### config.mk
export PLATFORM = sky130hd
export DESIGN_NAME = asrc_check
export DESIGN_NICKNAME = d
export VERILOG_FILES = /design/src/asrc_pkg.sv /design/src/asrc_bounds.sv /design/src/asrc_check.sv
export SDC_FILE = /design/constraint.sdc
export NUM_CORES = 1
export LEC_CHECK = 0
export BUFFER_PORTS_ARGS = -buffer_cell sky130_fd_sc_hd__buf_2
export CORE_ASPECT_RATIO = 0.7
export CORE_UTILIZATION = 45
export CTS_CLUSTER_DIAMETER = 200
export DETAILED_ROUTE_END_ITERATION = 10
export PLACE_DENSITY = 0.67
export SLEW_MARGIN = 20
export SYNTH_ARGS = -nofsm -noshare
export SYNTH_HDL_FRONTEND = slang
export SYNTH_HIERARCHICAL = 1
export SYNTH_SLANG_ARGS = --single-unit
### constraint.sdc
create_clock -name clk -period 9.1 [get_ports clk]
set_clock_uncertainty 0.1 [all_clocks]
set_input_delay 0.455 -clock clk [delete_from_list [all_inputs] [get_ports clk]]
set_output_delay 0.455 -clock clk [all_outputs]
set_load 0.05 [all_outputs]
### src/asrc_pkg.sv
// shared constants for the array store relocation and bounds checker
package asrc_pkg;
    // default geometry
    localparam int EDGE_LOG2_DEF   = 6;        // array_edge_length = 2**6 = 64
    localparam int EDGE_LOG2_MIN   = 5;        // smallest legal edge is 32
    localparam int CODE_AW_DEF     = 17;       // 128K instruction slots
    localparam int CODE_AW_MIN     = 17;       // code space never below 128K instructions
    localparam int PLANE_AW_DEF    = 15;       // 32K planes, 32768 bits per element
    localparam int PLANE_AW_MIN    = 15;       // planes never below 32K
    localparam int INSTR_BYTES     = 4;        // one instruction occupies four bytes
    localparam int WORD_BITS       = 32;       // word width of the array store
    localparam int WORD_LOG2       = 5;        // log2 of WORD_BITS
    // plane map relative to the data base
    localparam int USER_WORK_LAST  = 119;      // last free workspace plane
    localparam int RSVD_FIRST      = 120;      // first run-time system plane
    localparam int RSVD_LAST       = 127;      // last run-time system plane
    localparam int LITERAL_FIRST   = 128;      // literals and read-only data start here
    // reset values
    localparam logic RST_FLAG      = 1'b0;     // flags and strobes clear at reset
endpackage

### src/asrc_bounds.sv
// relocation adder and base/limit window compare
`timescale 1ns/1ps
`default_nettype none

module asrc_bounds #(
    parameter int W = 17                  // address width
) (
    input  wire logic [W-1:0] base,       // base register, hidden from user code
    input  wire logic [W-1:0] limit,      // limit register, highest legal address
    input  wire logic [W-1:0] offset,     // user-relative address
    output logic      [W-1:0] phys,       // relocated address
    output logic              in_range    // relocated address lies within base..limit
);
    ////////////////////////////////////////////////////////////////////////////
    // one extra bit catches wrap, which would otherwise look like a low address
    logic [W:0] sum;                      // full-width relocation sum
    logic       wrapped;                  // sum overflowed the address space
    logic       above;                    // past the limit
    logic       below;                    // under the base

    assign sum      = {1'b0, base} + {1'b0, offset};
    assign phys     = sum[W-1:0];
    assign wrapped  = sum[W];
    assign above    = phys > limit;
    assign below    = phys < base;
    assign in_range = !wrapped && !above && !below;
endmodule

`default_nettype wire

### src/asrc_check.sv
// code and array store relocation, bounds check and word/row/plane addressing
`timescale 1ns/1ps
`default_nettype none

// Contract
// - instruction addresses relocate from hidden code base
// - error when above code limit or below base
// - code space holds at least 128K instructions
// - each element owns at least 32768 bits
// - element i,j owns bit i,j per plane
// - 32-bit words, edge/32 words per row
// - word 0 is a row's most significant bits
// - sequential words roll into next row, plane
// - planes count from hidden data base
// - error when relocated plane leaves base..limit
// - literals and read-only data from plane 128
// - square array, power-of-two edge
// - rows, columns 0..edge-1, row 0 north
// - array store holds at least 32K planes
// - one address broadcast to all elements
module asrc_check #(
    parameter int EDGE_LOG2 = asrc_pkg::EDGE_LOG2_DEF,  // log2 of array_edge_length
    parameter int CODE_AW   = asrc_pkg::CODE_AW_DEF,    // instruction address width
    parameter int PLANE_AW  = asrc_pkg::PLANE_AW_DEF,   // plane address width
    localparam int EL       = EDGE_LOG2,                // row index width
    localparam int WW       = (EDGE_LOG2 > asrc_pkg::WORD_LOG2) ? EDGE_LOG2 - asrc_pkg::WORD_LOG2 : 1,
    localparam int WCOUNT   = 2 ** (EDGE_LOG2 - asrc_pkg::WORD_LOG2)  // words per row
) (
    input  wire logic                clk,             // 40 MHz system clock
    input  wire logic                arst_n,          // asynchronous reset, active low
    input  wire logic                sup_code_load,   // supervisor loads code base and limit
    input  wire logic [CODE_AW-1:0]  sup_code_base,   // new code base
    input  wire logic [CODE_AW-1:0]  sup_code_limit,  // new code limit
    input  wire logic                sup_data_load,   // supervisor loads store base and limit
    input  wire logic [PLANE_AW-1:0] sup_data_base,   // new store base plane
    input  wire logic [PLANE_AW-1:0] sup_data_limit,  // new store limit plane
    input  wire logic                sup_err_clear,   // supervisor clears the error
    input  wire logic                code_req,        // instruction fetch request
    input  wire logic [CODE_AW-1:0]  code_offset,     // program-relative instruction address
    input  wire logic                data_req,        // array store word request
    input  wire logic                data_seq,        // take the word after the last granted one
    input  wire logic                data_write,      // request is a write
    input  wire logic [PLANE_AW-1:0] data_plane,      // user-relative plane
    input  wire logic [EL-1:0]       data_row,        // row, 0 is north
    input  wire logic [WW-1:0]       data_word,       // word within row
    output logic                     code_grant,      // fetch allowed, one-cycle pulse
    output logic [CODE_AW-1:0]       code_addr,       // physical instruction address
    output logic                     data_grant,      // store access allowed, one-cycle pulse
    output logic                     data_write_en,   // broadcast write strobe
    output logic [PLANE_AW-1:0]      mem_plane,       // physical plane, broadcast
    output logic [EL-1:0]            mem_row,         // row, broadcast
    output logic [WW-1:0]            mem_word,        // word within row, broadcast
    output logic [EL-1:0]            mem_bit_msb,     // bit position of the word's msb
    output logic                     data_literal,    // relative plane is in literal area
    output logic                     data_reserved,   // relative plane is run-time reserved
    output logic                     run_error,       // sticky run-time error
    output logic                     err_code_side,   // error came from a fetch
    output logic                     err_data_side    // error came from a store access
);
    ////////////////////////////////////////////////////////////////////////////
    // elaboration checks
    // square array, edge a power of two
    // at least 32K planes per element store
    // 32K planes give 32768 bits each
    initial begin
        if (EDGE_LOG2 < asrc_pkg::EDGE_LOG2_MIN || EDGE_LOG2 > 16)
            $error("edge exponent out of range");
        if (CODE_AW < asrc_pkg::CODE_AW_MIN || CODE_AW > 31)
            $error("code address width too small");
        if (PLANE_AW < asrc_pkg::PLANE_AW_MIN || PLANE_AW > 31)
            $error("plane address width too small");
    end

    // word 0 starts at bit 0, the row's msb
    function automatic logic [EL-1:0] word_msb(input logic [WW-1:0] w);
        word_msb = EL'(32'(w) << asrc_pkg::WORD_LOG2);
    endfunction

    ////////////////////////////////////////////////////////////////////////////
    // hidden base and limit registers: only supervisor ports reach them
    logic [CODE_AW-1:0]  code_base_q;     // code base
    logic [CODE_AW-1:0]  code_limit_q;    // code limit
    logic [PLANE_AW-1:0] data_base_q;     // store base plane
    logic [PLANE_AW-1:0] data_limit_q;    // store limit plane
    logic [PLANE_AW-1:0] last_plane;      // last granted relative plane
    logic [EL-1:0]       last_row;        // last granted row
    logic [WW-1:0]       last_word;       // last granted word

    always_ff @(posedge clk or negedge arst_n) begin
        if (!arst_n) begin
            code_base_q  <= '0;
            code_limit_q <= '0;
            data_base_q  <= '0;
            data_limit_q <= '0;
        end else begin
            if (sup_code_load) begin
                code_base_q  <= sup_code_base;
                code_limit_q <= sup_code_limit;
            end
            if (sup_data_load) begin
                data_base_q  <= sup_data_base;
                data_limit_q <= sup_data_limit;
            end
        end
    end

    ////////////////////////////////////////////////////////////////////////////
    // sequential word stepping over row and plane boundaries
    logic                word_last;       // last word of the row
    logic                row_last;        // last (south) row of the plane
    logic [WW-1:0]       seq_word;        // next word
    logic [EL-1:0]       seq_row;         // next row
    logic [PLANE_AW-1:0] seq_plane;       // next relative plane

    // word after last of a row/plane
    assign word_last = (last_word == WW'(WCOUNT - 1));
    assign row_last  = &last_row;
    assign seq_word  = word_last ? '0 : WW'(last_word + 1'b1);
    assign seq_row   = word_last ? EL'(last_row + 1'b1) : last_row;
    assign seq_plane = (word_last && row_last) ? PLANE_AW'(last_plane + 1'b1) : last_plane;

    logic [PLANE_AW-1:0] rel_plane;       // selected relative plane
    logic [EL-1:0]       rel_row;         // selected row
    logic [WW-1:0]       rel_word;        // selected word

    // row index straight through, 0 north
    assign rel_plane = data_seq ? seq_plane : data_plane;
    assign rel_row   = data_seq ? seq_row   : data_row;
    assign rel_word  = data_seq ? seq_word  : data_word;

    ////////////////////////////////////////////////////////////////////////////
    // relocation and bounds for both spaces
    logic [CODE_AW-1:0]  code_phys;       // relocated instruction address
    logic                code_ok;         // fetch within window
    logic [PLANE_AW-1:0] data_phys;       // relocated plane
    logic                data_ok;         // plane within window

    // window check on the relocated fetch
    asrc_bounds #(.W(CODE_AW)) u_code (
        .base     (code_base_q),
        .limit    (code_limit_q),
        .offset   (code_offset),
        .phys     (code_phys),
        .in_range (code_ok)
    );

    // plane zero is the store base
    // window check on the relocated plane
    asrc_bounds #(.W(PLANE_AW)) u_data (
        .base     (data_base_q),
        .limit    (data_limit_q),
        .offset   (rel_plane),
        .phys     (data_phys),
        .in_range (data_ok)
    );

    ////////////////////////////////////////////////////////////////////////////
    // request qualification
    logic code_take;                      // fetch taken this cycle
    logic data_take;                      // store access taken this cycle
    logic code_fault;                     // fetch out of window
    logic data_fault;                     // store access out of window
    logic next_error;                     // error flag next value

    // nothing is taken while the error stands
    assign code_take  = code_req && !run_error;
    assign data_take  = data_req && !run_error;
    assign code_fault = code_take && !code_ok;
    assign data_fault = data_take && !data_ok;
    // a fault in the clearing cycle still sets the flag
    assign next_error = code_fault || data_fault || (run_error && !sup_err_clear);

    ////////////////////////////////////////////////////////////////////////////
    // error flag and cause
    always_ff @(posedge clk or negedge arst_n) begin
        if (!arst_n) begin
            run_error     <= asrc_pkg::RST_FLAG;
            err_code_side <= asrc_pkg::RST_FLAG;
            err_data_side <= asrc_pkg::RST_FLAG;
        end else begin
            run_error     <= next_error;
            err_code_side <= code_fault || (err_code_side && !sup_err_clear);
            err_data_side <= data_fault || (err_data_side && !sup_err_clear);
        end
    end

    ////////////////////////////////////////////////////////////////////////////
    // fetch answer
    // grant only after a passing check
    always_ff @(posedge clk or negedge arst_n) begin
        if (!arst_n) begin
            code_grant <= asrc_pkg::RST_FLAG;
            code_addr  <= '0;
        end else begin
            code_grant <= code_take && code_ok;
            if (code_take && code_ok)
                code_addr <= code_phys;
        end
    end

    ////////////////////////////////////////////////////////////////////////////
    // store answer, one address for the whole element array
    // single broadcast address set
    // write strobe gated by the check
    always_ff @(posedge clk or negedge arst_n) begin
        if (!arst_n) begin
            data_grant    <= asrc_pkg::RST_FLAG;
            data_write_en <= asrc_pkg::RST_FLAG;
            mem_plane     <= '0;
            mem_row       <= '0;
            mem_word      <= '0;
            mem_bit_msb   <= '0;
            data_literal  <= asrc_pkg::RST_FLAG;
            data_reserved <= asrc_pkg::RST_FLAG;
            last_plane    <= '0;
            last_row      <= '0;
            last_word     <= '0;
        end else begin
            data_grant    <= data_take && data_ok;
            data_write_en <= data_take && data_ok && data_write;
            if (data_take && data_ok) begin
                mem_plane     <= data_phys;
                mem_row       <= rel_row;
                mem_word      <= rel_word;
                mem_bit_msb   <= word_msb(rel_word);
                data_literal  <= (32'(rel_plane) >= asrc_pkg::LITERAL_FIRST);
                // reserved area marker for the supervisor
                data_reserved <= (32'(rel_plane) >= asrc_pkg::RSVD_FIRST)
                              && (32'(rel_plane) <= asrc_pkg::RSVD_LAST);
                last_plane    <= rel_plane;
                last_row      <= rel_row;
                last_word     <= rel_word;
            end
        end
    end

    ////////////////////////////////////////////////////////////////////////////
    // checks
    a_code_grant_window: assert property (@(posedge clk) disable iff (!arst_n)
        code_grant |-> (code_addr >= code_base_q) && (code_addr <= code_limit_q))
        else $error("fetch granted outside code window");

    a_code_reloc_sum: assert property (@(posedge clk) disable iff (!arst_n)
        code_req && !run_error && code_ok ##1 code_grant
        |-> code_addr == CODE_AW'($past(code_base_q) + $past(code_offset)))
        else $error("fetch address not base plus offset");

    a_code_fault_err: assert property (@(posedge clk) disable iff (!arst_n)
        code_req && !run_error && !code_ok |=> run_error && err_code_side && !code_grant)
        else $error("bad fetch did not raise error");

    a_data_fault_nowr: assert property (@(posedge clk) disable iff (!arst_n)
        data_req && !run_error && !data_ok |=> !data_write_en && !data_grant && run_error)
        else $error("bad store access reached the store");

    a_data_plane_window: assert property (@(posedge clk) disable iff (!arst_n)
        data_grant |-> (mem_plane >= data_base_q) && (mem_plane <= data_limit_q))
        else $error("store access granted outside window");

    a_error_sticky: assert property (@(posedge clk) disable iff (!arst_n)
        run_error && !sup_err_clear |=> run_error [*1] ##0 !code_grant && !data_grant)
        else $error("error flag dropped or request passed");

    a_word_msb_pos: assert property (@(posedge clk) disable iff (!arst_n)
        data_grant |-> 32'(mem_bit_msb) == 32'(mem_word) * asrc_pkg::WORD_BITS)
        else $error("word bit position wrong");

    a_seq_row_roll: assert property (@(posedge clk) disable iff (!arst_n)
        data_req && data_seq && !run_error && data_ok && word_last && !row_last
        |=> data_grant && mem_word == '0 && mem_row == EL'($past(last_row) + 1'b1))
        else $error("sequential step did not enter next row");

    a_seq_plane_roll: assert property (@(posedge clk) disable iff (!arst_n)
        data_req && data_seq && !run_error && data_ok && word_last && row_last
        |=> mem_row == '0 && last_plane == PLANE_AW'($past(last_plane) + 1'b1))
        else $error("sequential step did not enter next plane");

    a_literal_mark: assert property (@(posedge clk) disable iff (!arst_n)
        data_grant |-> data_literal == (32'(last_plane) >= asrc_pkg::LITERAL_FIRST))
        else $error("literal area marker wrong");
endmodule

`default_nettype wire

==> results.toml <==
[placed_design]
placed_area_sq_um = 9460
routabilityCongestion = 0.905
portBuffers = 159
hpwl_um = 16900

[sta]
drv_slew = 0
tightest_slew_ps = 1070
fin_tns_setup_ps = 0
setup_viol = 0
timing.final.crit_share_pct = 79.5
period_needed_ps = 7230
finalHoldViolCount = 0
grt_setup_unrepaired = "false"
slew-limit-headroom_pct = 28.5
fmax_mhz = 138

[route]
totalWireLength_um = 21700
drtAntennaViolNets = 0
drt_iter0_drc = 618
viasPerCell = 5.40
avgRoutedWirePerCell_um = 16.6
first_pass_iters = 10
via_count = 7047
drc = 13

[clocking]
cts_tree = "built"
cts.sinks = 126
cts-buffers-inserted = 17
cts-root-buf = "clkbuf_16"
cts_setup_buffers = 0
clockBufferDepth = 2
clkTransAtPathRegs_ps = 60
h-tree-depth = 4
clk_latency_ps = 420

[power_and_ir_drop]
p_per_area_nw_per_um2 = 288
p_total_mw = 2.90
ir_drop_uv = 154
p_leak_nw = 5.09
p_int_mw = 1.60
p_comb_share_pct = 47.0
power.net_switching_mw = 1.30
netSwitchingFraction_pct = 44.8
clkPwrFrac_pct = 24.1
seqPwrFrac_pct = 28.9

[critical_path]
worstSetupStartpointType = "flop"
worst_ep_arrival_time_ps = 7430
rr_endpoint = "last_plane[11]$_DFFE_PN0P_"
r2r_start = "mem_row[0]$_DFFE_PN0P_"
cp_data_required_time_ps = 9290
path_max_fanout = 38
cp-end-kind = "flop"
worst-setup-path-type = "flop to flop"
reg2reg_depth = 26
slowest_stage = "inv_1"
worstSetupStartpoint = "mem_row[0]$_DFFE_PN0P_"
slowest_delay_ps = 830
r2r_slack_ps = 1870

[global_routing]
grt_use_total_pct = 23.9
antenna_found_initial = 3
grt_start_max_net_pins = 45
grt_pass1_vias = 6773
overflow = 0
grt_pass1_wl_um = 35800

[final_layout]
stdcell_area_sq_um = 10100
fin_nets = 1266
drive_gt1_share_pct = 27.4
area_growth_pct = 19.1

[synth]
yosys-top-cells-area = "dfrtp_1 37%, ha_1 14%, mux2_2 9.0%"
synth_top_flop_cell = "dfrtp_1"
yosysSeqAreaShare_pct = 37.3
yosys-top-cells-count = "141 x nand2_1, 126 x dfrtp_1, 96 x ha_1"
synth_top_area_share_pct = 37.3
synth_area_sq_um = 8460
ys_types = 73
yosys.area.top_type = "dfrtp_1"
ys_warn_count = 6
syn_inst = 900
synth.avg_cell_area_sq_um = 9.40
synthArstFlopShare_pct = 100
yosysMostFrequentCell = "nand2_1"
ys_ff_latch = 126
synth_edf_count = 0

[hold_path]
hp-class = "input port to flop"
hp-start = "sup_err_clear"
hold_depth = 2
min_to = "run_error$_DFF_PN0_"

[status]
violations = "design-rule violations"
outcome = "finished, violations left"

[floorplan]
die_x_um = 166
core_area_sq_um = 18200
rows = 41
dieHeight_um = 117
boundaryPins = 165
fp.dieArea_sq_um = 19400
initial_utilization_pct = 46.5

[flow_run]
maxCapViolCount = 0
-- flip-flops by register name, summed over array words and instances (netlist names) --
register,flops
err_code_side,1
last_word,1
data_reserved,1
data_literal,1
run_error,1
code_base_q,17
code_limit_q,17
data_base_q,15
err_data_side,1
mem_row,6
mem_plane,15
code_grant,1
data_grant,1
last_plane,15
data_limit_q,15
data_write_en,1
code_addr,17
-- repair_timing --
item | 4_1_cts | 5_1_grt
hold endpoints to repair | 42 | 0
hold buffers | 1 | 0
resized for setup | 0 | 0
-- per-stage QoR --
stage          cells  setup slack [ps]  hold WS, ps  util [%]
2_1_floorplan    904              3210         59.4         -
3_3_place_gp    1272              2160          356      51.9
3_5_place_dp    1272              1910          359      51.9
4_1_cts         1305              1920          124      55.3
5_1_grt         1306              1350          147      55.3
6_report        1306              1870          137      55.3
-- power groups by stage --
stage	sequential, mW	combinational, mW	clock (mW)
floorplan	1.11	0.732	0
global placement	0.844	1.32	0
detailed placement	0.846	1.35	0
CTS	0.839	1.36	0.714
global route	0.864	1.51	0.741
finish	0.839	1.37	0.700
-- placed cells by master (no fill, tap or decap), types with 4 or more instances in the layout --
master,count
a21o_1,13
a21oi_1,48
o21ai_0,29
a31o_2,4
or4_1,7
nor3_1,10
nand4_1,16
or3_1,4
nor2b_1,5
nand2_1,141
nor2_1,49
xor2_1,5
o21a_1,9
nand2b_1,4
buf_4,5
clkbuf_16,17
and4_1,6
o31ai_1,7
a211oi_1,7
xnor2_1,23
dfrtp_1,126
inv_1,82
conb_1,5
o31a_1,4
nand3_1,21
clkinv_2,4
ha_1,96
o22ai_1,6
o21ai_1,4
a31oi_1,8
buf_2,158
mux2_2,68
o21bai_1,4
nor4_1,6
-- worst max-delay path by stage --
| stage | to | slack, ps | cells past startpoint |
|---|---|---|---|
| after global routing | last_plane[11]$_DFFE_PN0P_ | 1350 | 26 |
| after CTS | last_plane[11]$_DFFE_PN0P_ | 1920 | 23 |
| after detailed placement | last_plane[11]$_DFFE_PN0P_ | 1910 | 23 |
| final | last_plane[11]$_DFFE_PN0P_ | 1870 | 26 |
| after floorplan | mem_row[4]$_DFFE_PN0P_ | 3210 | 27 |
| after global placement | last_plane[11]$_DFFE_PN0P_ | 2160 | 26 |
-- logic make-up after synthesis --
| group | count (synthesis) | share of synthesized area (%) |
|---|---|---|
| xor gates and xnor gates | 28 | 2.90 |
| DFF | 126 | 37.3 |
| other | 1 | 0.0443 |
| and+or+nand+nor | 287 | 16.2 |
| muxes | 71 | 9.40 |
| buffers and inverters | 114 | 5.34 |
| AOI/OAI and AO/OA | 175 | 14.2 |
| adders and majority gates | 98 | 14.7 |
-- worst max-delay path, delay by kind of cell (launching register included) --
kind	cells	cell delay, ps
adders and majority gates	4	1230
DFF	1	420
buffers and inverters	4	1470
xor gates and xnor gates	2	490
muxes	1	350
AOI/OAI and AO/OA	7	1360
and+or+nand+nor	8	1640
-- cell type report --
cell class / count / area, sq um
antenna: 1 / 2.50
sequential: 126 / 3150
fill: 1656 / 8130
timing repair buffer: 164 / 838
inverter: 83 / 312
clock inverter: 14 / 168
multi-input combinational: 664 / 4870
clock buffer: 18 / 439
tap: 236 / 295
-- routing by layer --
layer | part of all wire (%) | wire length [um] | track usage (%) | vias to the layer above
li1 | - | - | - | 3494
met3 | 7.0 | 1520 | 5.76 | 25
met1 | 54 | 11700 | 37.0 | 3291
met5 | 0.12 | 27 | 0 | -
met2 | 38 | 8150 | 32.4 | 233
met4 | 1.3 | 280 | 6.67 | 4
(Power assumes the default switching activity.)
